--- config.mk ---
export PLATFORM = sky130hd
export DESIGN_NAME = sscd_core
export DESIGN_NICKNAME = d
export VERILOG_FILES = /design/src/hdl/sscd_pkg.sv /design/src/hdl/sscd_core.sv /design/src/hdl/sscd_spi_byte.sv
export SDC_FILE = /design/constraint.sdc
export NUM_CORES = 1
export LEC_CHECK = 0
export ABC_AREA = 0
export BUFFER_PORTS_ARGS = -buffer_cell sky130_fd_sc_hd__buf_2
export CORE_UTILIZATION = 45
export DETAILED_ROUTE_END_ITERATION = 16
export PLACE_DENSITY = 0.67
export SETUP_SLACK_MARGIN = 0.1
export SLEW_MARGIN = 0
export SYNTH_ARGS = -nofsm -noshare
export SYNTH_HDL_FRONTEND = slang
export SYNTH_SLANG_ARGS = --single-unit
export TNS_END_PERCENT = 20
--- constraint.sdc ---
create_clock -name clk -period 8.1 [get_ports clk]
set_clock_uncertainty 0.15 [all_clocks]
set_input_delay 0.405 -clock clk [delete_from_list [all_inputs] [get_ports clk]]
set_output_delay 0.405 -clock clk [all_outputs]
set_load 0.1 [all_outputs]
--- src/hdl/sscd_pkg.sv ---
// package: opcode patterns, masks, field positions and counts for the spi command decoder
// Function
// one opcode byte, then zero to three arguments
// zero response byte for every ordinary byte
// reads answer with one to three bytes
// new reading command replaces running response
// unknown opcode ignored, unknown flag set
// group 000 writes selected register
// group 001 returns selected register value
// run sets speed and direction
// step clock mode with direction, no arguments
// move by steps, refused while running
// go to position, shortest or forced direction
// run until switch closes, then decelerate
// back off switch slowly, then stop hard
// return home or to marker
// clear absolute position to zero
// device reset restores power-up state
// decelerating stop and immediate stop
// decelerating float and immediate float
// status read returns status word
// write value sent msb first, exact length
// write to missing/read-only register: unknown flag
// conditional write refused: rejected flag at end
// flags hold until status read
// read of missing register: unknown flag
// all-zero byte is no operation
// reserved 111 opcodes count as unknown
package sscd_pkg;

  localparam int BYTE_W = 8;
  localparam int SEL_W  = 5;
  localparam int ARG_W  = 24;
  localparam int CNT_W  = 2;
  localparam int STAT_W = 16;
  localparam int NREGS  = 32;

  localparam logic [7:0] GRP_MASK     = 8'he0;
  localparam logic [7:0] GRP_WRITE    = 8'h00;
  localparam logic [7:0] GRP_READ     = 8'h20;
  localparam logic [7:0] DIR_MASK     = 8'hfe;
  localparam logic [7:0] ACT_DIR_MASK = 8'hf6;

  localparam logic [7:0] OPC_NOP      = 8'h00;
  localparam logic [7:0] OPC_RUN      = 8'h50;
  localparam logic [7:0] OPC_STEPCLK  = 8'h58;
  localparam logic [7:0] OPC_MOVE     = 8'h40;
  localparam logic [7:0] OPC_GO_TO_POSITION_COMMAND     = 8'h60;
  localparam logic [7:0] OPC_DIRECTED_POSITION_COMMAND = 8'h68;
  localparam logic [7:0] OPC_UNTIL    = 8'h82;
  localparam logic [7:0] OPC_RELEASE  = 8'h92;
  localparam logic [7:0] OPC_HOME     = 8'h70;
  localparam logic [7:0] OPC_MARK     = 8'h78;
  localparam logic [7:0] OPC_CLRPOS   = 8'hd8;
  localparam logic [7:0] OPC_DEVRST   = 8'hc0;
  localparam logic [7:0] OPC_SSTOP    = 8'hb0;
  localparam logic [7:0] OPC_HSTOP    = 8'hb8;
  localparam logic [7:0] OPC_SHIZ     = 8'ha0;
  localparam logic [7:0] OPC_HHIZ     = 8'ha8;
  localparam logic [7:0] OPC_STATUS   = 8'hd0;

  localparam int DIR_BIT      = 0;
  localparam int ACT_BIT      = 3;
  localparam int UNK_FLAG_BIT = 8;
  localparam int REJ_FLAG_BIT = 7;

  localparam logic [CNT_W-1:0] LEN_NONE    = 2'h0;
  localparam logic [CNT_W-1:0] LEN_ONE     = 2'h1;
  localparam logic [CNT_W-1:0] LEN_TWO     = 2'h2;
  localparam logic [CNT_W-1:0] STATUS_LEN  = 2'h2;
  localparam logic [CNT_W-1:0] MOTION_ARGS = 2'h3;

  localparam logic [2*NREGS-1:0] REG_LEN_DEFAULT = {{(NREGS-1){2'h3}}, 2'h0};
  localparam logic [NREGS-1:0]   REG_RO_DEFAULT  = 32'h0000_0000;
  localparam logic [NREGS-1:0]   REG_CND_DEFAULT = 32'h0000_0000;

  typedef enum logic [4:0] {
    CMD_NOP, CMD_WRITE, CMD_READ, CMD_RUN, CMD_STEPCLK, CMD_MOVE, CMD_GO_TO_POSITION_COMMAND,
    CMD_DIRECTED_POSITION_COMMAND, CMD_UNTIL, CMD_RELEASE, CMD_HOME, CMD_MARK, CMD_CLRPOS,
    CMD_DEVRST, CMD_SSTOP, CMD_HSTOP, CMD_SHIZ, CMD_HHIZ, CMD_STATUS, CMD_BAD
  } sscd_cmd_e;

  function automatic sscd_cmd_e sscd_decode(input logic [7:0] b);
    sscd_cmd_e k;
    k = CMD_BAD;
    if (b == OPC_NOP) k = CMD_NOP;
    else if ((b & GRP_MASK) == GRP_WRITE) k = CMD_WRITE;
    else if ((b & GRP_MASK) == GRP_READ) k = CMD_READ;
    else if ((b & DIR_MASK) == OPC_RUN) k = CMD_RUN;
    else if ((b & DIR_MASK) == OPC_STEPCLK) k = CMD_STEPCLK;
    else if ((b & DIR_MASK) == OPC_MOVE) k = CMD_MOVE;
    else if (b == OPC_GO_TO_POSITION_COMMAND) k = CMD_GO_TO_POSITION_COMMAND;
    else if ((b & DIR_MASK) == OPC_DIRECTED_POSITION_COMMAND) k = CMD_DIRECTED_POSITION_COMMAND;
    else if ((b & ACT_DIR_MASK) == OPC_UNTIL) k = CMD_UNTIL;
    else if ((b & ACT_DIR_MASK) == OPC_RELEASE) k = CMD_RELEASE;
    else if (b == OPC_HOME) k = CMD_HOME;
    else if (b == OPC_MARK) k = CMD_MARK;
    else if (b == OPC_CLRPOS) k = CMD_CLRPOS;
    else if (b == OPC_DEVRST) k = CMD_DEVRST;
    else if (b == OPC_SSTOP) k = CMD_SSTOP;
    else if (b == OPC_HSTOP) k = CMD_HSTOP;
    else if (b == OPC_SHIZ) k = CMD_SHIZ;
    else if (b == OPC_HHIZ) k = CMD_HHIZ;
    else if (b == OPC_STATUS) k = CMD_STATUS;
    return k;
  endfunction : sscd_decode

endpackage : sscd_pkg

--- src/hdl/sscd_core.sv ---
// module: spi command interpreter, argument collector and response builder
//
// The address map and the address-and-strobe port are this design's own decisions.
`timescale 1ns/1ns
module sscd_core
  import sscd_pkg::*;
#(
  parameter logic [2*NREGS-1:0] REG_LEN_TABLE = REG_LEN_DEFAULT,
  parameter logic [NREGS-1:0]   REG_RO_MASK   = REG_RO_DEFAULT,
  parameter logic [NREGS-1:0]   REG_COND_MASK = REG_CND_DEFAULT
) (
  input  wire logic              clk,
  input  wire logic              sys_rst,
  input  wire logic              spi_sck,
  input  wire logic              spi_cs_n,
  input  wire logic              spi_mosi,
  output logic                   spi_miso,
  input  wire logic              motor_running,
  input  wire logic              motion_busy,
  input  wire logic [STAT_W-1:0] status_in,
  output logic [SEL_W-1:0]       reg_rd_addr,
  input  wire logic [ARG_W-1:0]  reg_rd_data,
  output logic                   reg_wr_en,
  output logic [SEL_W-1:0]       reg_wr_addr,
  output logic [ARG_W-1:0]       reg_wr_data,
  output logic                   cmd_valid,
  output sscd_cmd_e              cmd_kind,
  output logic                   cmd_dir,
  output logic                   cmd_act,
  output logic [ARG_W-1:0]       cmd_arg,
  output logic                   device_reset,
  output logic                   unknown_cmd_flag,
  output logic                   command_rejected_flag
);

  typedef enum logic {ST_OPCODE, ST_ARGS} sscd_state_e;

  ////////////////////////////////////////////////////////////////////////////
  // helpers

  function automatic logic [CNT_W-1:0] reg_len(input logic [SEL_W-1:0] sel);
    return REG_LEN_TABLE[CNT_W*sel +: CNT_W];
  endfunction : reg_len

  // left-align a 1..3 byte value so the msb byte goes first
  function automatic logic [ARG_W-1:0] align_msb(input logic [ARG_W-1:0] v,
                                                 input logic [CNT_W-1:0] n);
    logic [ARG_W-1:0] r;
    r = v;
    if (n == LEN_ONE) r = {v[BYTE_W-1:0], {(ARG_W-BYTE_W){1'b0}}};
    else if (n == LEN_TWO) r = {v[2*BYTE_W-1:0], {BYTE_W{1'b0}}};
    return r;
  endfunction : align_msb

  ////////////////////////////////////////////////////////////////////////////
  // spi byte link

  logic              rx_valid;
  logic [BYTE_W-1:0] rx_byte;
  logic [BYTE_W-1:0] tx_reg;

  sscd_spi_byte u_spi (
    .clk      (clk),
    .sys_rst  (sys_rst),
    .spi_sck  (spi_sck),
    .spi_cs_n (spi_cs_n),
    .spi_mosi (spi_mosi),
    .spi_miso (spi_miso),
    .tx_byte  (tx_reg),
    .rx_valid (rx_valid),
    .rx_byte  (rx_byte)
  );

  ////////////////////////////////////////////////////////////////////////////
  // state

  logic             devrst_reg;
  logic             core_rst;
  sscd_state_e      state_reg, state_next;
  logic [CNT_W-1:0] cnt_reg, cnt_next;
  sscd_cmd_e        kind_reg, kind_next;
  logic [7:0]       op_reg, op_next;
  logic [ARG_W-1:0] arg_reg, arg_next;
  logic             unk_reg;
  logic             rej_reg;
  logic [ARG_W-1:0] resp_reg;
  logic [CNT_W-1:0] resp_left_reg;

  // a decoded reset command restarts everything but the byte link
  assign core_rst = sys_rst | devrst_reg;

  ////////////////////////////////////////////////////////////////////////////
  // decode of the byte just received

  sscd_cmd_e        rx_kind;
  logic [SEL_W-1:0] rx_sel;
  logic [CNT_W-1:0] rx_len;
  logic             rx_ro;
  logic [STAT_W-1:0] status_word;

  assign rx_kind     = sscd_decode(rx_byte);
  assign rx_sel      = rx_byte[SEL_W-1:0];
  assign rx_len      = reg_len(rx_sel);
  assign rx_ro       = REG_RO_MASK[rx_sel];
  assign reg_rd_addr = rx_sel;

  always_comb begin
    status_word               = status_in;
    status_word[UNK_FLAG_BIT] = unk_reg;
    status_word[REJ_FLAG_BIT] = rej_reg;
  end

  ////////////////////////////////////////////////////////////////////////////
  // command sequencing

  logic             fire;
  logic             unk_set;
  logic             flag_clr;
  logic             load_resp;
  logic [ARG_W-1:0] resp_val;
  logic [CNT_W-1:0] resp_len;

  always_comb begin
    state_next = state_reg;
    cnt_next   = cnt_reg;
    kind_next  = kind_reg;
    op_next    = op_reg;
    arg_next   = arg_reg;
    fire       = 1'b0;
    unk_set    = 1'b0;
    flag_clr   = 1'b0;
    load_resp  = 1'b0;
    resp_val   = '0;
    resp_len   = LEN_NONE;
    if (rx_valid) begin
      unique case (state_reg)
        ST_OPCODE: begin
          op_next   = rx_byte;
          kind_next = rx_kind;
          arg_next  = '0;
          unique case (rx_kind)
            CMD_NOP: begin
              fire = 1'b0;
            end
            CMD_BAD: begin
              unk_set = 1'b1;
            end
            CMD_WRITE: begin
              if (rx_len == LEN_NONE || rx_ro) begin
                unk_set = 1'b1;
              end else begin
                state_next = ST_ARGS;
                cnt_next   = rx_len;
              end
            end
            CMD_READ: begin
              if (rx_len == LEN_NONE) begin
                unk_set = 1'b1;
              end else begin
                load_resp = 1'b1;
                resp_val  = reg_rd_data;
                resp_len  = rx_len;
              end
            end
            CMD_STATUS: begin
              load_resp = 1'b1;
              resp_val  = {{(ARG_W-STAT_W){1'b0}}, status_word};
              resp_len  = STATUS_LEN;
              flag_clr  = 1'b1;
            end
            CMD_RUN, CMD_MOVE, CMD_GO_TO_POSITION_COMMAND, CMD_DIRECTED_POSITION_COMMAND, CMD_UNTIL: begin
              state_next = ST_ARGS;
              cnt_next   = MOTION_ARGS;
            end
            default: begin
              fire = 1'b1;
            end
          endcase
        end
        ST_ARGS: begin
          arg_next = {arg_reg[ARG_W-BYTE_W-1:0], rx_byte};
          cnt_next = cnt_reg - LEN_ONE;
          if (cnt_reg == LEN_ONE) begin
            state_next = ST_OPCODE;
            fire       = 1'b1;
          end
        end
      endcase
    end
  end

  ////////////////////////////////////////////////////////////////////////////
  // refusal checks at the end of the last byte

  logic is_write;
  logic refuse;
  logic accept;

  assign is_write = kind_next == CMD_WRITE;
  always_comb begin
    refuse = 1'b0;
    if ((kind_next == CMD_MOVE || kind_next == CMD_STEPCLK) && motor_running)
      refuse = 1'b1;
    if ((kind_next == CMD_GO_TO_POSITION_COMMAND || kind_next == CMD_DIRECTED_POSITION_COMMAND) && motion_busy)
      refuse = 1'b1;
    if (is_write && REG_COND_MASK[op_next[SEL_W-1:0]] && motor_running)
      refuse = 1'b1;
  end
  assign accept = fire & ~refuse;

  always_ff @(posedge clk) begin
    if (core_rst) begin
      state_reg <= ST_OPCODE;
      cnt_reg   <= LEN_NONE;
      kind_reg  <= CMD_NOP;
      op_reg    <= OPC_NOP;
      arg_reg   <= '0;
    end else begin
      state_reg <= state_next;
      cnt_reg   <= cnt_next;
      kind_reg  <= kind_next;
      op_reg    <= op_next;
      arg_reg   <= arg_next;
    end
  end

  ////////////////////////////////////////////////////////////////////////////
  // latched flags: a set in the clearing cycle survives

  always_ff @(posedge clk) begin
    if (core_rst) begin
      unk_reg <= 1'b0;
      rej_reg <= 1'b0;
    end else begin
      unk_reg <= (unk_reg & ~flag_clr) | unk_set;
      rej_reg <= (rej_reg & ~flag_clr) | (fire & refuse);
    end
  end

  assign unknown_cmd_flag      = unk_reg;
  assign command_rejected_flag = rej_reg;

  ////////////////////////////////////////////////////////////////////////////
  // response buffer: every received byte advances it by one, except a status opcode or a read of a present register, which reloads it

  logic [ARG_W-1:0] resp_aligned;
  assign resp_aligned = align_msb(resp_val, resp_len);

  always_ff @(posedge clk) begin
    if (core_rst) begin
      tx_reg        <= '0;
      resp_reg      <= '0;
      resp_left_reg <= LEN_NONE;
    end else if (load_resp) begin
      tx_reg        <= resp_aligned[ARG_W-1 -: BYTE_W];
      resp_reg      <= {resp_aligned[ARG_W-BYTE_W-1:0], {BYTE_W{1'b0}}};
      resp_left_reg <= resp_len - LEN_ONE;
    end else if (rx_valid) begin
      if (resp_left_reg != LEN_NONE) begin
        tx_reg        <= resp_reg[ARG_W-1 -: BYTE_W];
        resp_reg      <= {resp_reg[ARG_W-BYTE_W-1:0], {BYTE_W{1'b0}}};
        resp_left_reg <= resp_left_reg - LEN_ONE;
      end else begin
        tx_reg <= '0;
      end
    end
  end

  ////////////////////////////////////////////////////////////////////////////
  // dispatch to the motion engine and register file

  always_ff @(posedge clk) begin
    if (core_rst) begin
      reg_wr_en <= 1'b0;
      cmd_valid <= 1'b0;
    end else begin
      reg_wr_en <= accept & is_write;
      cmd_valid <= accept & ~is_write;
    end
  end

  // payload held between pulses; dir and act come from the opcode byte
  always_ff @(posedge clk) begin
    if (core_rst) begin
      reg_wr_addr <= '0;
      reg_wr_data <= '0;
      cmd_kind    <= CMD_NOP;
      cmd_dir     <= 1'b0;
      cmd_act     <= 1'b0;
      cmd_arg     <= '0;
    end else if (accept) begin
      reg_wr_addr <= op_next[SEL_W-1:0];
      reg_wr_data <= arg_next;
      cmd_kind    <= kind_next;
      cmd_dir     <= op_next[DIR_BIT];
      cmd_act     <= op_next[ACT_BIT];
      cmd_arg     <= arg_next;
    end
  end

  // reset pulse must not clear itself through the core reset
  always_ff @(posedge clk) begin
    if (sys_rst) devrst_reg <= 1'b0;
    else devrst_reg <= accept & (kind_next == CMD_DEVRST);
  end

  assign device_reset = devrst_reg;

endmodule : sscd_core

--- src/hdl/sscd_spi_byte.sv ---
// module: spi slave byte shifter, sck sampled by the system clock
`timescale 1ns/1ns
module sscd_spi_byte
  import sscd_pkg::*;
(
  input  wire logic              clk,
  input  wire logic              sys_rst,
  input  wire logic              spi_sck,
  input  wire logic              spi_cs_n,
  input  wire logic              spi_mosi,
  output logic                   spi_miso,
  input  wire logic [BYTE_W-1:0] tx_byte,
  output logic                   rx_valid,
  output logic [BYTE_W-1:0]      rx_byte
);

  ////////////////////////////////////////////////////////////////////////////
  // two-stage synchronisers, then one more stage for edge detection
  logic [2:0] sck_sync_reg;
  logic [2:0] cs_sync_reg;
  logic [1:0] mosi_sync_reg;

  always_ff @(posedge clk) begin
    if (sys_rst) begin
      sck_sync_reg  <= '1;
      cs_sync_reg   <= '1;
      mosi_sync_reg <= 2'h0;
    end else begin
      sck_sync_reg  <= {sck_sync_reg[1:0], spi_sck};
      cs_sync_reg   <= {cs_sync_reg[1:0], spi_cs_n};
      mosi_sync_reg <= {mosi_sync_reg[0], spi_mosi};
    end
  end

  wire sck_rise = sck_sync_reg[1] & ~sck_sync_reg[2];
  wire sck_fall = ~sck_sync_reg[1] & sck_sync_reg[2];
  wire selected = ~cs_sync_reg[1];
  wire cs_fall  = selected & cs_sync_reg[2];

  ////////////////////////////////////////////////////////////////////////////
  // mode 3: sample on rising, shift out on falling; frame is one byte
  logic [BYTE_W-1:0] rx_sr_reg;
  logic [BYTE_W-1:0] tx_sr_reg;
  logic [2:0]        bit_cnt_reg;
  logic              byte_end;

  assign byte_end = selected & sck_rise & (bit_cnt_reg == 3'(BYTE_W - 1));

  always_ff @(posedge clk) begin
    if (sys_rst || !selected) begin
      bit_cnt_reg <= 3'h0;
      rx_sr_reg   <= '0;
    end else if (sck_rise) begin
      bit_cnt_reg <= bit_cnt_reg + 3'h1;
      rx_sr_reg   <= {rx_sr_reg[BYTE_W-2:0], mosi_sync_reg[1]};
    end
  end

  // tx byte latched at select so a late decoder update cannot tear a byte
  always_ff @(posedge clk) begin
    if (sys_rst) begin
      tx_sr_reg <= '0;
      spi_miso  <= 1'b0;
    end else if (cs_fall) begin
      tx_sr_reg <= tx_byte;
    end else if (selected && sck_fall) begin
      spi_miso  <= tx_sr_reg[BYTE_W-1];
      tx_sr_reg <= {tx_sr_reg[BYTE_W-2:0], 1'b0};
    end
  end

  always_ff @(posedge clk) begin
    if (sys_rst) begin
      rx_valid <= 1'b0;
      rx_byte  <= '0;
    end else begin
      rx_valid <= byte_end;
      if (byte_end) rx_byte <= {rx_sr_reg[BYTE_W-2:0], mosi_sync_reg[1]};
    end
  end

endmodule : sscd_spi_byte

# --- Word level (Yosys, flattened, before mapping) ---
# Memory sizes are Yosys's and may differ from the RTL's. A register that Yosys moved wholly into a read port is not among the register bits.
# Cells that the tools add are included.
classes:
  n_addsub: 4
  order_cmp: 2
  eq_ne: 38
  shifts: 1
  mux: 76
  bitwise: 23
  reduce_logical: 22
ops:
  columns: ["operator", "count"]
  rows:
  - ["24-bit two-way mux", 9]
  - ["5-bit two-way mux", 22]
  - ["24-bit case mux with 2 select lines", 2]
  - ["64-bit by 7-bit variable part select with 2-bit output (first input constant)", 1]
  - ["8-bit equality test (second input constant)", 7]
  - ["8-bit two-way mux", 5]
  - ["5-bit by 3-bit equality test with 1-bit output (second input constant)", 7]
  - ["7-bit by 6-bit equality test with 1-bit output (second input constant)", 4]
  - ["8-bit by 7-bit equality test with 1-bit output (second input constant)", 3]
  - ["1-bit two-way mux", 21]
  - ["2-bit two-way mux", 9]
  - ["8-bit logical NOT", 2]
  - ["1-bit bitwise AND", 12]
  - ["6-bit equality test (second input constant)", 2]
  - ["5-bit by 6-bit < comparator with 1-bit output (second input constant)", 2]
  - ["2-bit case mux with 2 select lines", 3]
  - ["5-bit by 1-bit equality test with 1-bit output (second input constant)", 2]
  - ["5-bit by 2-bit equality test with 1-bit output (second input constant)", 2]
  - ["5-bit by 4-bit equality test with 1-bit output (second input constant)", 2]
  - ["5-bit equality test (second input constant)", 2]
  - ["10-bit OR reduction", 1]
  - ["1-bit NOT", 8]
  - ["1-bit case mux with 2 select lines", 4]
  - ["2-bit nonzero test", 4]
  - ["17 further kinds", 30]
word_totals:
  regBits: 140
  rom_bits: 64
  input_bits: 47
  out_inout_bits: 71
  wordCells: 195
  n_memories: 2
mem_list:
  columns: ["name", "depth", "word_bits", "read_ports", "rd_ports_with_merged_regs", "wr", "line_no", "rtl"]
  rows:
  - ["(no name shown)", 32, 1, 1, 0, 0, "sscd_core.sv:206", "if (is_write && REG_COND_MASK[op_next[SEL_W-1:0]] && motor_running)"]
  - ["(no name shown)", 32, 1, 1, 1, 0, "sscd_core.sv:104", "assign rx_ro = REG_RO_MASK[rx_sel];"]

# --- Depth between registers and ports, before layout ---
# Gate-level depths: netlist of run 1.
depth:
  depth_word: 31
  depth_mapped: 11
  mapped_depth_nobuf: 8

# --- Modules after synthesis ---
# Synthesis of run 1 repeated with hierarchy kept, for this count alone.
unflattened:
  cells_unflattened: 747
  area_unflattened_um2: 6333.6
by_module_without_submodules:
  columns: ["module", "n_inst", "cells_per_inst", "area_each_um2", "seq_area_each_um2"]
  rows:
  - ["sscd_core", 1, 600, 5001.0, 2042.0]
  - ["sscd_spi_byte", 1, 147, 1332.5, 720.7]

# --- Worst setup path before layout of run 1 ---
# Ideal clock, no wire load.
synth_timing:
  path_type: "register to register"
  startpoint: "reg u_spi.rx_byte[1]"
  endpoint: "reg cmd_arg[10]"
  setup_time_ns: 0.121
  arrival_ns: 2.469
  t_required_ns: 7.829
  setup_slack_ns: 5.360
  stages_incl_launch_ff: 11
  n_path_buf: 3
  period_less_slack_ns: 2.740
  path_cell_list: "dfxtp_1 -> buf_6 -> or4b_4 -> a31oi_4 -> nor3_2 -> a211o_1 -> a21boi_2 -> and3b_1 -> buf_6 -> buf_12 -> mux2_4"
synth_between:
  elab_chain_len: 30
  word_cells_on_any_way: 72
  cone_classes: "30 x eq/ne; 30 x mux; 2 x bitwise; 9 x reduce/logical; 1 x memory"
synth_rtl:
  columns: ["element", "line_no", "rtl"]
  rows:
  - ["from (decl)", "sscd_spi_byte.sv:14", "output logic [BYTE_W-1:0] rx_byte"]
  - ["from (signal assigned)", "sscd_spi_byte.sv:78", "if (byte_end) rx_byte <= {rx_sr_reg[BYTE_W-2:0], mosi_sync_reg[1]};"]
  - ["8-bit equality test", "sscd_pkg.sv:104", "else if (b == OPC_STATUS) k = CMD_STATUS;"]
  - ["1-bit two-way mux", "sscd_pkg.sv:104", null]
  - ["2-bit two-way mux", "sscd_pkg.sv:103", "else if (b == OPC_HHIZ) k = CMD_HHIZ;"]
  - ["2-bit two-way mux", "sscd_pkg.sv:102", "else if (b == OPC_SHIZ) k = CMD_SHIZ;"]
  - ["5-bit two-way mux", "sscd_pkg.sv:101", "else if (b == OPC_HSTOP) k = CMD_HSTOP;"]
  - ["5-bit two-way mux", "sscd_pkg.sv:100", "else if (b == OPC_SSTOP) k = CMD_SSTOP;"]
  - ["5-bit two-way mux", "sscd_pkg.sv:99", "else if (b == OPC_DEVRST) k = CMD_DEVRST;"]
  - ["5-bit two-way mux", "sscd_pkg.sv:98", "else if (b == OPC_CLRPOS) k = CMD_CLRPOS;"]
  - ["[... 14 more ...]", null, null]
  - ["5-bit by 3-bit equality test with 1-bit output", "sscd_core.sv:202", "if ((kind_next == CMD_MOVE || kind_next == CMD_STEPCLK) && motor_running)"]
  - ["1-bit logical OR", "sscd_core.sv:202", null]
  - ["1-bit logical AND", "sscd_core.sv:202", null]
  - ["1-bit two-way mux", "sscd_core.sv:202", null]
  - ["1-bit two-way mux", "sscd_core.sv:204", "if ((kind_next == CMD_GO_TO_POSITION_COMMAND || kind_next == CMD_DIRECTED_POSITION_COMMAND) && motion_busy)"]
  - ["1-bit two-way mux", "sscd_core.sv:206", null]
  - ["1-bit NOT", "sscd_core.sv:209", "assign accept = fire & ~refuse;"]
  - ["1-bit bitwise AND *", "sscd_core.sv:209", null]
  - ["to (signal assigned)", "sscd_core.sv:297", "cmd_arg <= arg_next;"]
  - ["to (decl)", "sscd_core.sv:30", "output logic [ARG_W-1:0] cmd_arg,"]
# Every way passes the cells marked *; elsewhere a longest branch is shown, timed or not. The select of a mux whose other input is x is not followed.
# A chain may end at the register's enable or synchronous reset.

# --- Worst setup path after layout of run 1 ---
layout_timing:
  startpoint: "reg u_spi.rx_valid"
  endpoint: "reg cmd_arg[4]"
layout_between:
  elab_chain_len: 9
  word_cells_on_any_way: 22
  cone_classes: "5 x eq/ne; 8 x mux; 2 x bitwise; 6 x reduce/logical; 1 x memory"
layout_rtl:
  columns: ["element", "line_no", "rtl"]
  rows:
  - ["from (decl)", "sscd_spi_byte.sv:13", "output logic rx_valid,"]
  - ["from (signal assigned)", "sscd_spi_byte.sv:77", "rx_valid <= byte_end;"]
  - ["branches (longest 9 deep; another with memory 32 x 1 bit)", null, null]
# Parallel ways; which one is timed is not known. The select of a mux whose other input is x is not followed.

==> summary.md, run 1 <==
| Metric | Value |
|---|---|
| Starting utilization of the core area | a little under half |
| Final nets | 807 |
| Routability Congestion | just under 0.9 |
| Remaining antenna violation count | 0 |
| Floorplan die width | between 100 and 150 um |
| Number of flops mapped to enable cells by yosys | 0 |
| Most numerous cell in the Yosys netlist | sky130_fd_sc_hd__dfxtp_1 |
| Number of DRC violations after detailed routing | 0 |
| CTS Hold Buffers Added | 0 |
| Slew Limit Headroom | 18.38% |
| Top achievable clock speed | roughly 260 MHz |
| Area share of the leading cell type in the synthesized netlist | 43.16% |
| Worst Reg2Reg Path Length in Cells | 8 |
| Tightest Pin Transition | 1.211 ns |
| Cell depth of the worst min-delay path | 2 |
| Count of state elements after synthesis | 138 |
| Data arrival time of the critical path | approximately 4.0 ns |
| Setup_tns | 0 ns |
| Inst Count DP | just over 900 |
| Core Area | roughly 0.014 mm^2 |
| Status | completed |
| Fin Hold WS | 0.01986 ns |
| Setup slack, reg-to-reg | 4.26 ns |
| Syn Area/Cell | 9.171 um^2 |
| Post-CTS setup buffer count | 0 |
| Share of final-layout standard cells stronger than drive strength 1 | 27.08% |
| Static Leak | roughly 3 nW |
| Initial antenna violation count | 0 |
| First-pass GRT wire length | 23490 um |
| Antenna Diode Count | 0 |
| Final instance count without filler cells | 948 |
| Post-DP Area | 0.006735 mm^2 |
| Clock Pin Slew Worst Setup and Hold Paths | ~0.06 ns |
| Htree depth | 4 |
| Final hold viol count | 0 |
| Number of sinks handled by clock tree synthesis | 138 |
| Share of synthesized area occupied by flip-flops and latches | a little over two fifths |
| Full die area | 0.01471 mm^2 |
| Period utilization | 47.42% |
| Count of unique library cells instantiated by Yosys | 71 |
| DRT Pass-1 Iters | 5 |
| End of the worst register-to-register path | cmd_arg[4] |
| Most frequently used flop master after synthesis | sky130_fd_sc_hd__dfxtp_1 |
| Commonest cells in the netlist | sky130_fd_sc_hd__dfxtp_1, sky130_fd_sc_hd__nand2_1, sky130_fd_sc_hd__a21oi_1, sky130_fd_sc_hd__nor2_1 |
| Number of top-level design ports | 118 |
| Origin of the critical flop-to-flop path | u_spi.rx_valid |
| Worst hold path startpoint | spi_sck |
| Area overhead of the layout relative to synthesis | 14.43% |
| Post-Route WL | 14600 um |
| Fill cell count | 1282 |
| Synth Cell Area | 0.006401 mm^2 |
| Placement row count | between 40 and 50 |
| Instance count of the mapped netlist | 698 |
| Number of warnings printed during yosys synthesis | 0 |
| Pwr/cell area | 201.1 mW/mm^2 |
| Min cycle time layout | 3.841 ns |
| Largest net degree at the start of global routing | 58 |
| Number of maximum-capacitance constraint violations | 0 |
| Worst Path Class, Setup | register to register |
| Detail-routed net length per standard cell | ~15 um |
| Detailed Route Iter0 Violations | 370 |
| Type of the most critical hold path | primary input to register |
| Worst VDD drop | 0.1335 mV |
| Post-synth net total | between 700 and 800 |
| Number of vias after detailed routing | 5120 |
| Final design area excluding fillers | 0.007325 mm^2 |
| Clock root buffer | sky130_fd_sc_hd__clkbuf_16 |
| GRT Resource Usage Total | between 20% and 30% |
| DIE HEIGHT | 121.3 um |
| Type of element launching the critical path | register |
| Worst slack at placement | ~4.3 ns |
| Final setup viols | 0 |
| Worst hold endpoint | u_spi.sck_sync_reg[0] |
| Max FO, Critical Path | 50 |
| Resized cells post-CTS | 0 |
| Worst path required time | 8.25 ns |
| Top area cells in the synthesized netlist | sky130_fd_sc_hd__dfxtp_1, sky130_fd_sc_hd__mux2_4, sky130_fd_sc_hd__a21oi_1, sky130_fd_sc_hd__nand2_1, sky130_fd_sc_hd__buf_4 |
| Cell taking the most area after synthesis | sky130_fd_sc_hd__dfxtp_1 |
| Maximum count of clock buffers along a single path | 2 |
| Insertion delay to the later sink of the worst-skew pair | 0.42 ns |
| Worst setup EP type | register |
| Vias per std cell | 5.401 |
| Setup repair after global routing missed its margin | false |
| Max-slew violation count | 0 |
| Clock buffers created by TritonCTS | 17 |
| Estimated wirelength of the detail-placed design | 9860 um |
| TritonCTS clock tree | yes |
| Worst Setup Slack, final | 4.259 ns |
| Port Buffers | 115 |
| Overall overflow remaining after global route | 0 |
| Async set-reset flop share out of synthesis | 0% |
| Number of global-route vias before repair | 4812 |
==> critical path: stages (launching register included) <==
cell	delay (ns)
sky130_fd_sc_hd__dfxtp_1	0.30
sky130_fd_sc_hd__buf_4	0.41
sky130_fd_sc_hd__nand2b_1	0.57
sky130_fd_sc_hd__o41ai_2	0.66
sky130_fd_sc_hd__mux2i_1	0.32
sky130_fd_sc_hd__nor4_2	0.10
sky130_fd_sc_hd__and3b_2	0.26
sky130_fd_sc_hd__buf_4	0.51
sky130_fd_sc_hd__mux2_2	0.41
==> report_power, final <==
| part | switching (mW) | internal (mW) | leakage [nW] |
|---|---|---|---|
| Combinational | 0.0160 | 0.00997 | 1.61 |
| Sequential | 0.000922 | 0.681 | 1.11 |
| Clock | 0.288 | 0.477 | 0.283 |
==> logic make-up (layout without fill, tap and decap cells) <==
kind of cell    count (synthesis)  after routing  share of synthesized area (%)
simple gates                  277            277                          23.30
compound gates                147            147                          16.01
flops                         138            138                          43.16
buf+inv                        93            163                          8.640
mux                            36             36                          7.701
fa+ha+maj                       4              4                         0.7819
xor+xnor                        3              3                         0.4106
==> area by class of cell <==
type,count,area [um^2],area share [%]
sequential,138,2763,37.72
clock buffer,22,474.2,6.474
clock inverter,9,115.1,1.572
tap,180,225.2,3.075
inverter,12,45.04,0.6150
timing repair buffer,120,613.1,8.370
multi-input combinational,467,3089,42.18
==> cells in the final DEF, fill, tap and decap left out, types with 3 or more instances in the layout <==
master	Yosys	routed
sky130_fd_sc_hd__a211oi_1	4	4
sky130_fd_sc_hd__a21oi_1	64	64
sky130_fd_sc_hd__a221oi_1	8	8
sky130_fd_sc_hd__a222oi_1	7	7
sky130_fd_sc_hd__a22o_1	8	8
sky130_fd_sc_hd__a22oi_1	14	14
sky130_fd_sc_hd__and2_1	35	35
sky130_fd_sc_hd__buf_2	7	115
sky130_fd_sc_hd__buf_4	35	5
sky130_fd_sc_hd__clkbuf_16	0	17
sky130_fd_sc_hd__clkbuf_8	0	3
sky130_fd_sc_hd__clkinv_4	0	3
sky130_fd_sc_hd__dfxtp_1	138	138
sky130_fd_sc_hd__ha_1	4	4
sky130_fd_sc_hd__inv_1	11	11
sky130_fd_sc_hd__mux2_2	6	6
sky130_fd_sc_hd__mux2_4	25	25
sky130_fd_sc_hd__mux2i_1	5	5
sky130_fd_sc_hd__nand2_1	71	71
sky130_fd_sc_hd__nand2b_1	13	13
sky130_fd_sc_hd__nand3_1	11	11
sky130_fd_sc_hd__nand3b_1	3	3
sky130_fd_sc_hd__nor2_1	61	60
sky130_fd_sc_hd__nor2b_1	26	26
sky130_fd_sc_hd__nor3_1	17	17
sky130_fd_sc_hd__nor3_2	3	3
sky130_fd_sc_hd__nor3b_1	4	4
sky130_fd_sc_hd__o211ai_1	3	3
sky130_fd_sc_hd__o21ai_0	9	9
sky130_fd_sc_hd__o21ai_1	3	3
sky130_fd_sc_hd__o221ai_1	4	4
sky130_fd_sc_hd__o22ai_1	3	3
sky130_fd_sc_hd__or2_2	7	7
==> how the worst max path moves through the flow <==
| stage | from | to | slack [ns] | cells after the start |
|---|---|---|---|---|
| after detailed placement | u_spi.rx_valid | cmd_arg[4] | 4.29 | 8 |
| after floorplan | u_spi.rx_byte[1] | cmd_arg[10] | 5.36 | 10 |
| after global routing | u_spi.rx_valid | cmd_arg[4] | 4.09 | 8 |
| after CTS | u_spi.rx_valid | cmd_arg[4] | 4.28 | 8 |
| after global placement | u_spi.rx_valid | cmd_arg[3] | 4.44 | 8 |
| final | u_spi.rx_valid | cmd_arg[4] | 4.26 | 8 |
==> metal layers <==
layer  share of wire [%]  routed length [um]  vias up  GRT usage [%]
li1                    -                   -     2522              -
met1                  46                6776     2441          26.80
met2                  47                6855      140          32.61
met3                 5.1                 741       17          4.558
met4                 1.5                 223        0          7.870
met5                   0                   0        -              0
==> through the flow <==
stage	total power [mW]	util, %
final	1.473	52.77
after global routing	1.516	52.77
after CTS	1.485	52.77
after detailed placement	0.7224	48.52
after global placement	0.7213	48.52
after floorplan	0.7080	-
No activity file was read; power rests on OpenSTA's default activity.
==> inputs of run 2 (changes only) <==
Clock period 8.1 ns to 3.6 ns, I/O delays scaled along.
==> run 2 against run 1 <==
Global-route usage grew 0.30 points. Setup slack lost 3.9 ns. Critical endpoint is now tx_reg[5]. Core utilization grew 1.5 points. Sequential share of layout area shrank 1.0 points. Design area grew 2.8%. Worst hold slack gained 0.033 ns. Wire length shrank 0.36%. Largest cell class unchanged. Count of clock-buffer cells in the layout shrank 2. Die area is the same. Non-clock buffer count grew 28.
==> summary.md, run 2 (same netlist as run 1, synthesis figures left out) <==
| Metric | Value |
|---|---|
| Share of final-layout standard cells stronger than drive strength 1 | 27.20% (was 27.08%) |
| Post-CTS setup buffer count | 0 (unchanged) |
| Number of top-level design ports | 118 (unchanged) |
| Remaining antenna violation count | 0 (unchanged) |
| Worst Setup Slack, final | 0.3484 ns (was 4.259 ns) |
| Clock Pin Slew Worst Setup and Hold Paths | 0.05 ns (was 0.06 ns) |
| Port Buffers | 115 (unchanged) |
| Max FO, Critical Path | 16 (was 50) |
| Final instance count without filler cells | 974 (was 948) |
| Number of vias after detailed routing | 5220 (was 5120) |
| Estimated wirelength of the detail-placed design | 9983 um (was 9860 um) |
| Setup slack, reg-to-reg | 0.35 ns (was 4.26 ns) |
| Detail-routed net length per standard cell | 14.93 um (was 15.40 um) |
| DRT Pass-1 Iters | 7 (was 5) |
| Setup_tns | 0 ns (unchanged) |
| Worst path required time | 3.82 ns (was 8.25 ns) |
| Detailed Route Iter0 Violations | 414 (was 370) |
| Max-slew violation count | 0 (unchanged) |
| TritonCTS clock tree | yes (unchanged) |
| Htree depth | 4 (unchanged) |
| Final design area excluding fillers | 0.007531 mm^2 (was 0.007325 mm^2) |
| Design Power | 3.168 mW (was 1.473 mW) |
| Met1 layer usage reported by global route | 27.40% (was 26.80%) |
| Worst hold path startpoint | reg_rd_data[8] (was spi_sck) |
| Data arrival time of the critical path | 3.47 ns (was 3.99 ns) |
| Internal portion of total power | 2.512 mW (was 1.168 mW) |
| Switching part of the total power | 20.72% (was 20.71%) |
| Placement row count | 43 (unchanged) |
| Cell depth of the worst min-delay path | 4 (was 2) |
| Post-DP Area | 0.006815 mm^2 (was 0.006735 mm^2) |
| Maximum count of clock buffers along a single path | 2 (unchanged) |
| Status | completed (unchanged) |
| NetSw | 656.5 uW (was 305.1 uW) |
| Antenna Diode Count | 0 (unchanged) |
| Worst Setup SP | u_spi.rx_byte[5] (was u_spi.rx_valid) |
| Period utilization | 90.32% (was 47.42%) |
| Flop pwr share | 48.4% (was 46.3%) |
| Largest incremental delay on the critical path | 0.63 ns (was 0.66 ns) |
| Type of element launching the critical path | register (unchanged) |
| Full die area | 0.01471 mm^2 (unchanged) |
| Pwr/cell area | 420.7 mW/mm^2 (was 201.1 mW/mm^2) |
| Clock network power share | 49.3% (was 52.0%) |
| Setup repair after global routing missed its margin | false (unchanged) |
| Worst Path Class, Setup | register to register (unchanged) |
| Commonest cells after routing, fill and taps aside | sky130_fd_sc_hd__dfxtp_1, sky130_fd_sc_hd__buf_2, sky130_fd_sc_hd__nand2_1, sky130_fd_sc_hd__a21oi_1, sky130_fd_sc_hd__nor2_1 (unchanged) |
| Clock buffers created by TritonCTS | 17 (unchanged) |
| Slew Limit Headroom | 21.75% (was 18.38%) |
| Final core utilization | 54.25% (was 52.77%) |
| Final hold viol count | 0 (unchanged) |
| Most Used Layer, Global Route | met2 (unchanged) |
| Overall overflow remaining after global route | 0 (unchanged) |
| GRT Resource Usage Total | 20.74% (was 20.44%) |
| Worst-path cell with the longest stage delay | sky130_fd_sc_hd__dfxtp_1 (was sky130_fd_sc_hd__o41ai_2) |
| Crit-path cells | buf_4 > or3b_2 > a21oi_1 > buf_4 > nor2_1 > o21ai_0 > a21oi_1 > nor3_1 > dlygate4sd3_1 (was buf_4 > nand2b_1 > o41ai_2 > mux2i_1 > nor4_2 > and3b_2 > buf_4 > mux2_2) |
| Initial antenna violation count | 0 (unchanged) |
| Origin of the critical flop-to-flop path | u_spi.rx_byte[5] (was u_spi.rx_valid) |
| Inst Count DP | 926 (was 917) |
| Floorplan die width | 121.3 um (unchanged) |
| Worst slack at placement | 0.3488 ns (was 4.295 ns) |
| Min cycle time layout | 3.252 ns (was 3.841 ns) |
| Starting utilization of the core area | 46.12% (unchanged) |
| Routability Congestion | 0.8611 (was 0.8739) |
| Final setup viols | 0 (unchanged) |
| Worst Reg2Reg Path Length in Cells | 9 (was 8) |
| Type of the most critical hold path | primary input to register (unchanged) |
| Fraction of met3 tracks used by global routing | 5.545% (was 4.558%) |
| Number of DRC violations after detailed routing | 0 (unchanged) |
| Core Area | 0.01388 mm^2 (unchanged) |
| Number of maximum-capacitance constraint violations | 0 (unchanged) |
| Number of sinks handled by clock tree synthesis | 138 (unchanged) |
| Number of global-route vias before repair | 4939 (was 4812) |
| Tightest Pin Transition | 1.161 ns (was 1.211 ns) |
| Largest net degree at the start of global routing | 49 (was 58) |
| Area overhead of the layout relative to synthesis | 17.65% (was 14.43%) |
| Clock root buffer | sky130_fd_sc_hd__clkbuf_16 (unchanged) |
| Final nets | 835 (was 807) |
| Insertion delay to the later sink of the worst-skew pair | 0.42 ns (about the same) |
| Worst setup EP type | register (unchanged) |
| Fill cell count | 1257 (was 1282) |
| Vias per std cell | 5.359 (was 5.401) |
| Post-Route WL | 14540 um (was 14600 um) |
| Worst hold endpoint | resp_reg[16] (was u_spi.sck_sync_reg[0]) |
| First-pass GRT wire length | 23850 um (was 23490 um) |
| Top achievable clock speed | 307.5 MHz (was 260.4 MHz) |
| Worst VDD drop | 0.3090 mV (was 0.1335 mV) |
| DIE HEIGHT | 121.3 um (unchanged) |
| End of the worst register-to-register path | tx_reg[5] (was cmd_arg[4]) |
| Met2 usage | 31.79% (was 32.61%) |
| Fin Hold WS | 0.05322 ns (was 0.01986 ns) |
| Static Leak | 3.119 nW (was 3.008 nW) |
| Gate power share | 2.3% (was 1.8%) |
| Commonest non-fill, non-tap cell in the layout | sky130_fd_sc_hd__dfxtp_1 (unchanged) |
## run 2: cell types whose count changed in the layout (fill, tap and decap cells not counted), sizes merged
| cell | delta |
|---|---|
| inv | -1 |
| dlygate4sd3 | +19 |
| clkbuf | -2 |
| bufinv | -1 |
| clkinvlp | +1 |
| clkinv | +1 |
| buf | +9 |
## run 2: worst max-delay path by stage
stage,endpoint,slack [ns],depth (start not counted)
5_1_grt,tx_reg[5],0.17,9
2_1_floorplan,cmd_arg[10],0.86,10
6_report,tx_reg[5],0.35,9
4_1_cts,cmd_arg[5],0.34,8
3_5_place_dp,cmd_arg[5],0.35,8
3_3_place_gp,cmd_arg[2],0.43,8
## run 2: per-layer routing
metal,vias to the layer above,part of all wire (%),routed length (um)
met5,-,0,0
met4,0,1.7,252
met3,22,5.4,783
met2,149,45,6550
met1,2473,48,6956
li1,2576,-,-
## run 2: power groups by stage
stage          Combinational, mW  Clock, mW  Sequential (mW)
3_3_place_gp              0.0575          0             1.57
2_1_floorplan             0.0271          0             1.57
3_5_place_dp              0.0593          0             1.57
6_report                  0.0722       1.56             1.53
5_1_grt                   0.0786       1.67             1.53
4_1_cts                   0.0718       1.60             1.53
## run 2: layout make-up
| cell class | instances | area, um^2 | area share [%] |
|---|---|---|---|
| inverters | 12 | 45.04 | 0.5981 |
| clock inverters | 9 | 77.57 | 1.030 |
| well taps | 180 | 225.2 | 2.991 |
| multi-input cells | 467 | 3089 | 41.02 |
| repair buffers | 148 | 883.3 | 11.73 |
| clock buffers | 20 | 446.7 | 5.931 |
| flip-flops and latches | 138 | 2764 | 36.70 |
## run 2: what timing repair did
item | in CTS | in global routing
resized for setup | 0 | 1
endpoints found under the hold margin | 15 | 0
hold buffers | 19 | 0
setup endpoints to repair | 0 | 10
## run 2: critical path, delay by kind of cell, from the launching register on
kind / cells / cell delay, ns
buffers and inverters: 3 / 1.04
and+or+nand+nor: 3 / 0.74
DFF: 1 / 0.63
AOI/OAI and AO/OA: 3 / 0.63
==> inputs of run 3 (changes only) <==
Settings changed: GPL_TIMING_DRIVEN set to 0.
==> run 3 against run 2 <==
Setup slack got worse by 0.091 ns. Design area up 6.3%. Die area is the same. Via count rose by 5.6%. Register-to-register slack worse by 0.09 ns. Critical path depth did not move. Sequential share of layout area fell by 2.2 points. Non-clock buffer count up 67. First-iteration DRC count is 11% lower. Wire length is 11% higher. Highest routed layer unchanged. Critical path type unchanged.
==> summary.md, run 3 (same netlist as run 1, synthesis figures left out) <==
| Metric | Value |
|---|---|
| Highest routed layer | met4 (unchanged) |
| Worst path required time | 3.82 ns (about the same) |
| Area overhead of the layout relative to synthesis | 25.06% (was 17.65%) |
| Clock root buffer | sky130_fd_sc_hd__clkbuf_16 (unchanged) |
| Pwr/cell area | 420.0 mW/mm^2 (was 420.7 mW/mm^2) |
| Post-CTS setup buffer count | 0 (unchanged) |
| Met3 WL post-DR | 923 um (was 783 um) |
| Core Area | 0.01388 mm^2 (unchanged) |
| Port Buffers | 115 (unchanged) |
| Clock buffers created by TritonCTS | 17 (unchanged) |
| Placement row count | 43 (unchanged) |
| Worst Setup Slack, final | 0.2573 ns (was 0.3484 ns) |
| Largest net degree at the start of global routing | 17 (was 49) |
| Post-Route WL | 16140 um (was 14540 um) |
| Setup_tns | 0 ns (unchanged) |
| Max-slew violation count | 0 (unchanged) |
| Max FO, Critical Path | 10 (was 16) |
| Number of sinks handled by clock tree synthesis | 138 (unchanged) |
| Setup repair after global routing missed its margin | false (unchanged) |
| Status | completed (unchanged) |
| Floorplan die width | 121.3 um (unchanged) |
| First-pass GRT wire length | 25720 um (was 23850 um) |
| Remaining antenna violation count | 0 (unchanged) |
| Vias per std cell | 5.281 (was 5.359) |
| Period utilization | 92.85% (was 90.32%) |
| Maximum count of clock buffers along a single path | 2 (unchanged) |
| Number of maximum-capacitance constraint violations | 0 (unchanged) |
| Initial antenna violation count | 0 (unchanged) |
| Met2 wirelength from detailed routing | 7321 um (was 6550 um) |
| Commonest cells after routing, fill and taps aside | sky130_fd_sc_hd__dfxtp_1, sky130_fd_sc_hd__buf_2, sky130_fd_sc_hd__nand2_1, sky130_fd_sc_hd__a21oi_1, sky130_fd_sc_hd__nor2_1 (unchanged) |
| Worst VDD drop | 0.4452 mV (was 0.3090 mV) |
| Final nets | 902 (was 835) |
| Htree depth | 4 (unchanged) |
| Static Leak | 3.393 nW (was 3.119 nW) |
| Tightest Pin Transition | 0.9199 ns (was 1.161 ns) |
| Clock Pin Slew Worst Setup and Hold Paths | 0.06 ns (was 0.05 ns) |
| Worst setup EP type | register (unchanged) |
| Type of the most critical hold path | primary input to register (unchanged) |
| TritonCTS clock tree | yes (unchanged) |
| Min cycle time layout | 3.343 ns (was 3.252 ns) |
| Design Power | 3.362 mW (was 3.168 mW) |
| Commonest non-fill, non-tap cell in the layout | sky130_fd_sc_hd__dfxtp_1 (unchanged) |
| Top achievable clock speed | 299.2 MHz (was 307.5 MHz) |
| Number of top-level design ports | 118 (unchanged) |
| Insertion delay to the later sink of the worst-skew pair | 0.42 ns (about the same) |
| Fin Hold WS | 0.03538 ns (was 0.05322 ns) |
| Estimated wirelength of the detail-placed design | 11780 um (was 9983 um) |
| Final hold viol count | 0 (unchanged) |
| Total routed wire length on the met1 layer | 7712 um (was 6956 um) |
| Type of element launching the critical path | register (unchanged) |
| Number of DRC violations after detailed routing | 0 (unchanged) |
| Number of vias after detailed routing | 5513 (was 5220) |
| Detailed Route Iter0 Violations | 367 (was 414) |
| GRT Resource Usage Total | 22.75% (was 20.74%) |
| Share of final-layout standard cells stronger than drive strength 1 | 29.05% (was 27.20%) |
| Detail-routed net length per standard cell | 15.45 um (was 14.93 um) |
| Number of global-route vias before repair | 5090 (was 4939) |
| Data arrival time of the critical path | 3.56 ns (was 3.47 ns) |
| Overall overflow remaining after global route | 0 (unchanged) |
| DRT Pass-1 Iters | 5 (was 7) |
| Final setup viols | 0 (unchanged) |
| DIE HEIGHT | 121.3 um (unchanged) |
| Starting utilization of the core area | 46.12% (unchanged) |
| Full die area | 0.01471 mm^2 (unchanged) |
| Routability Congestion | 0.8825 (was 0.8611) |
| Worst slack at placement | 0.4071 ns (was 0.3488 ns) |
| Worst Path Class, Setup | register to register (unchanged) |
| Antenna Diode Count | 0 (unchanged) |
| Slew Limit Headroom | 38.54% (was 21.75%) |
-- run 3: final cells by class --
cell class	instances	area (um^2)
plain buffers	81	508.0
repair buffers	134	765.7
fillers	1223	5876
multi-input cells	467	3100
well taps	180	225.2
flip-flops and latches	138	2763
clock buffers	22	484.2
inverters	12	45.04
clock inverters	10	113.9
-- run 3: what timing repair did --
| action | in CTS | in global routing |
|---|---|---|
| endpoints found under the hold margin | 15 | 0 |
| gates resized for setup | 0 | 2 |
| hold buffers | 19 | 0 |
| setup endpoints to repair | 0 | 4 |
-- run 3: metal layers --
metal | GRT usage (%) | vias up
met5 | 0 | -
met4 | 6.096 | 0
met3 | 6.015 | 16
met2 | 35.25 | 169
met1 | 31.12 | 2619
li1 | - | 2709
-- run 3: power by group --
group / internal (mW) / switching, mW
clock network: 1.09 / 0.659
registers: 1.53 / 0.00208
logic: 0.0356 / 0.0414
-- run 3: critical path, cell delays in order (launching register included) --
cell and delay (ns):
sky130_fd_sc_hd__dfxtp_1 0.43, sky130_fd_sc_hd__buf_4 0.21, sky130_fd_sc_hd__buf_4 0.18, sky130_fd_sc_hd__or3b_2 0.47, sky130_fd_sc_hd__a21oi_1 0.42, sky130_fd_sc_hd__nor2_1 0.13
sky130_fd_sc_hd__o21ai_0 0.45, sky130_fd_sc_hd__a21oi_1 0.08, sky130_fd_sc_hd__nor3_1 0.19, sky130_fd_sc_hd__dlygate4sd3_1 0.58
-- run 3: path summary, 6_finish.rpt --
kind,from,to,slack [ns],cells past startpoint
worst max-delay path,u_spi.rx_byte[5],tx_reg[2],0.26,9
worst min-delay path,reg_rd_data[14],resp_reg[22],0.04,4
worst max register to register,u_spi.rx_byte[5],tx_reg[2],0.26,9
worst min register to register,u_spi.sck_sync_reg[0],u_spi.sck_sync_reg[1],0.26,1
-- run 3: per-stage QoR --
stage                     cells  util [%]  cell area (um^2)
after global routing       1044     57.67              8005
after global placement      993     51.88              7202
final                      1044     57.67              8005
after CTS                  1044     57.56              7990
after floorplan             698         -              6401
after detailed placement    993     51.88              7202
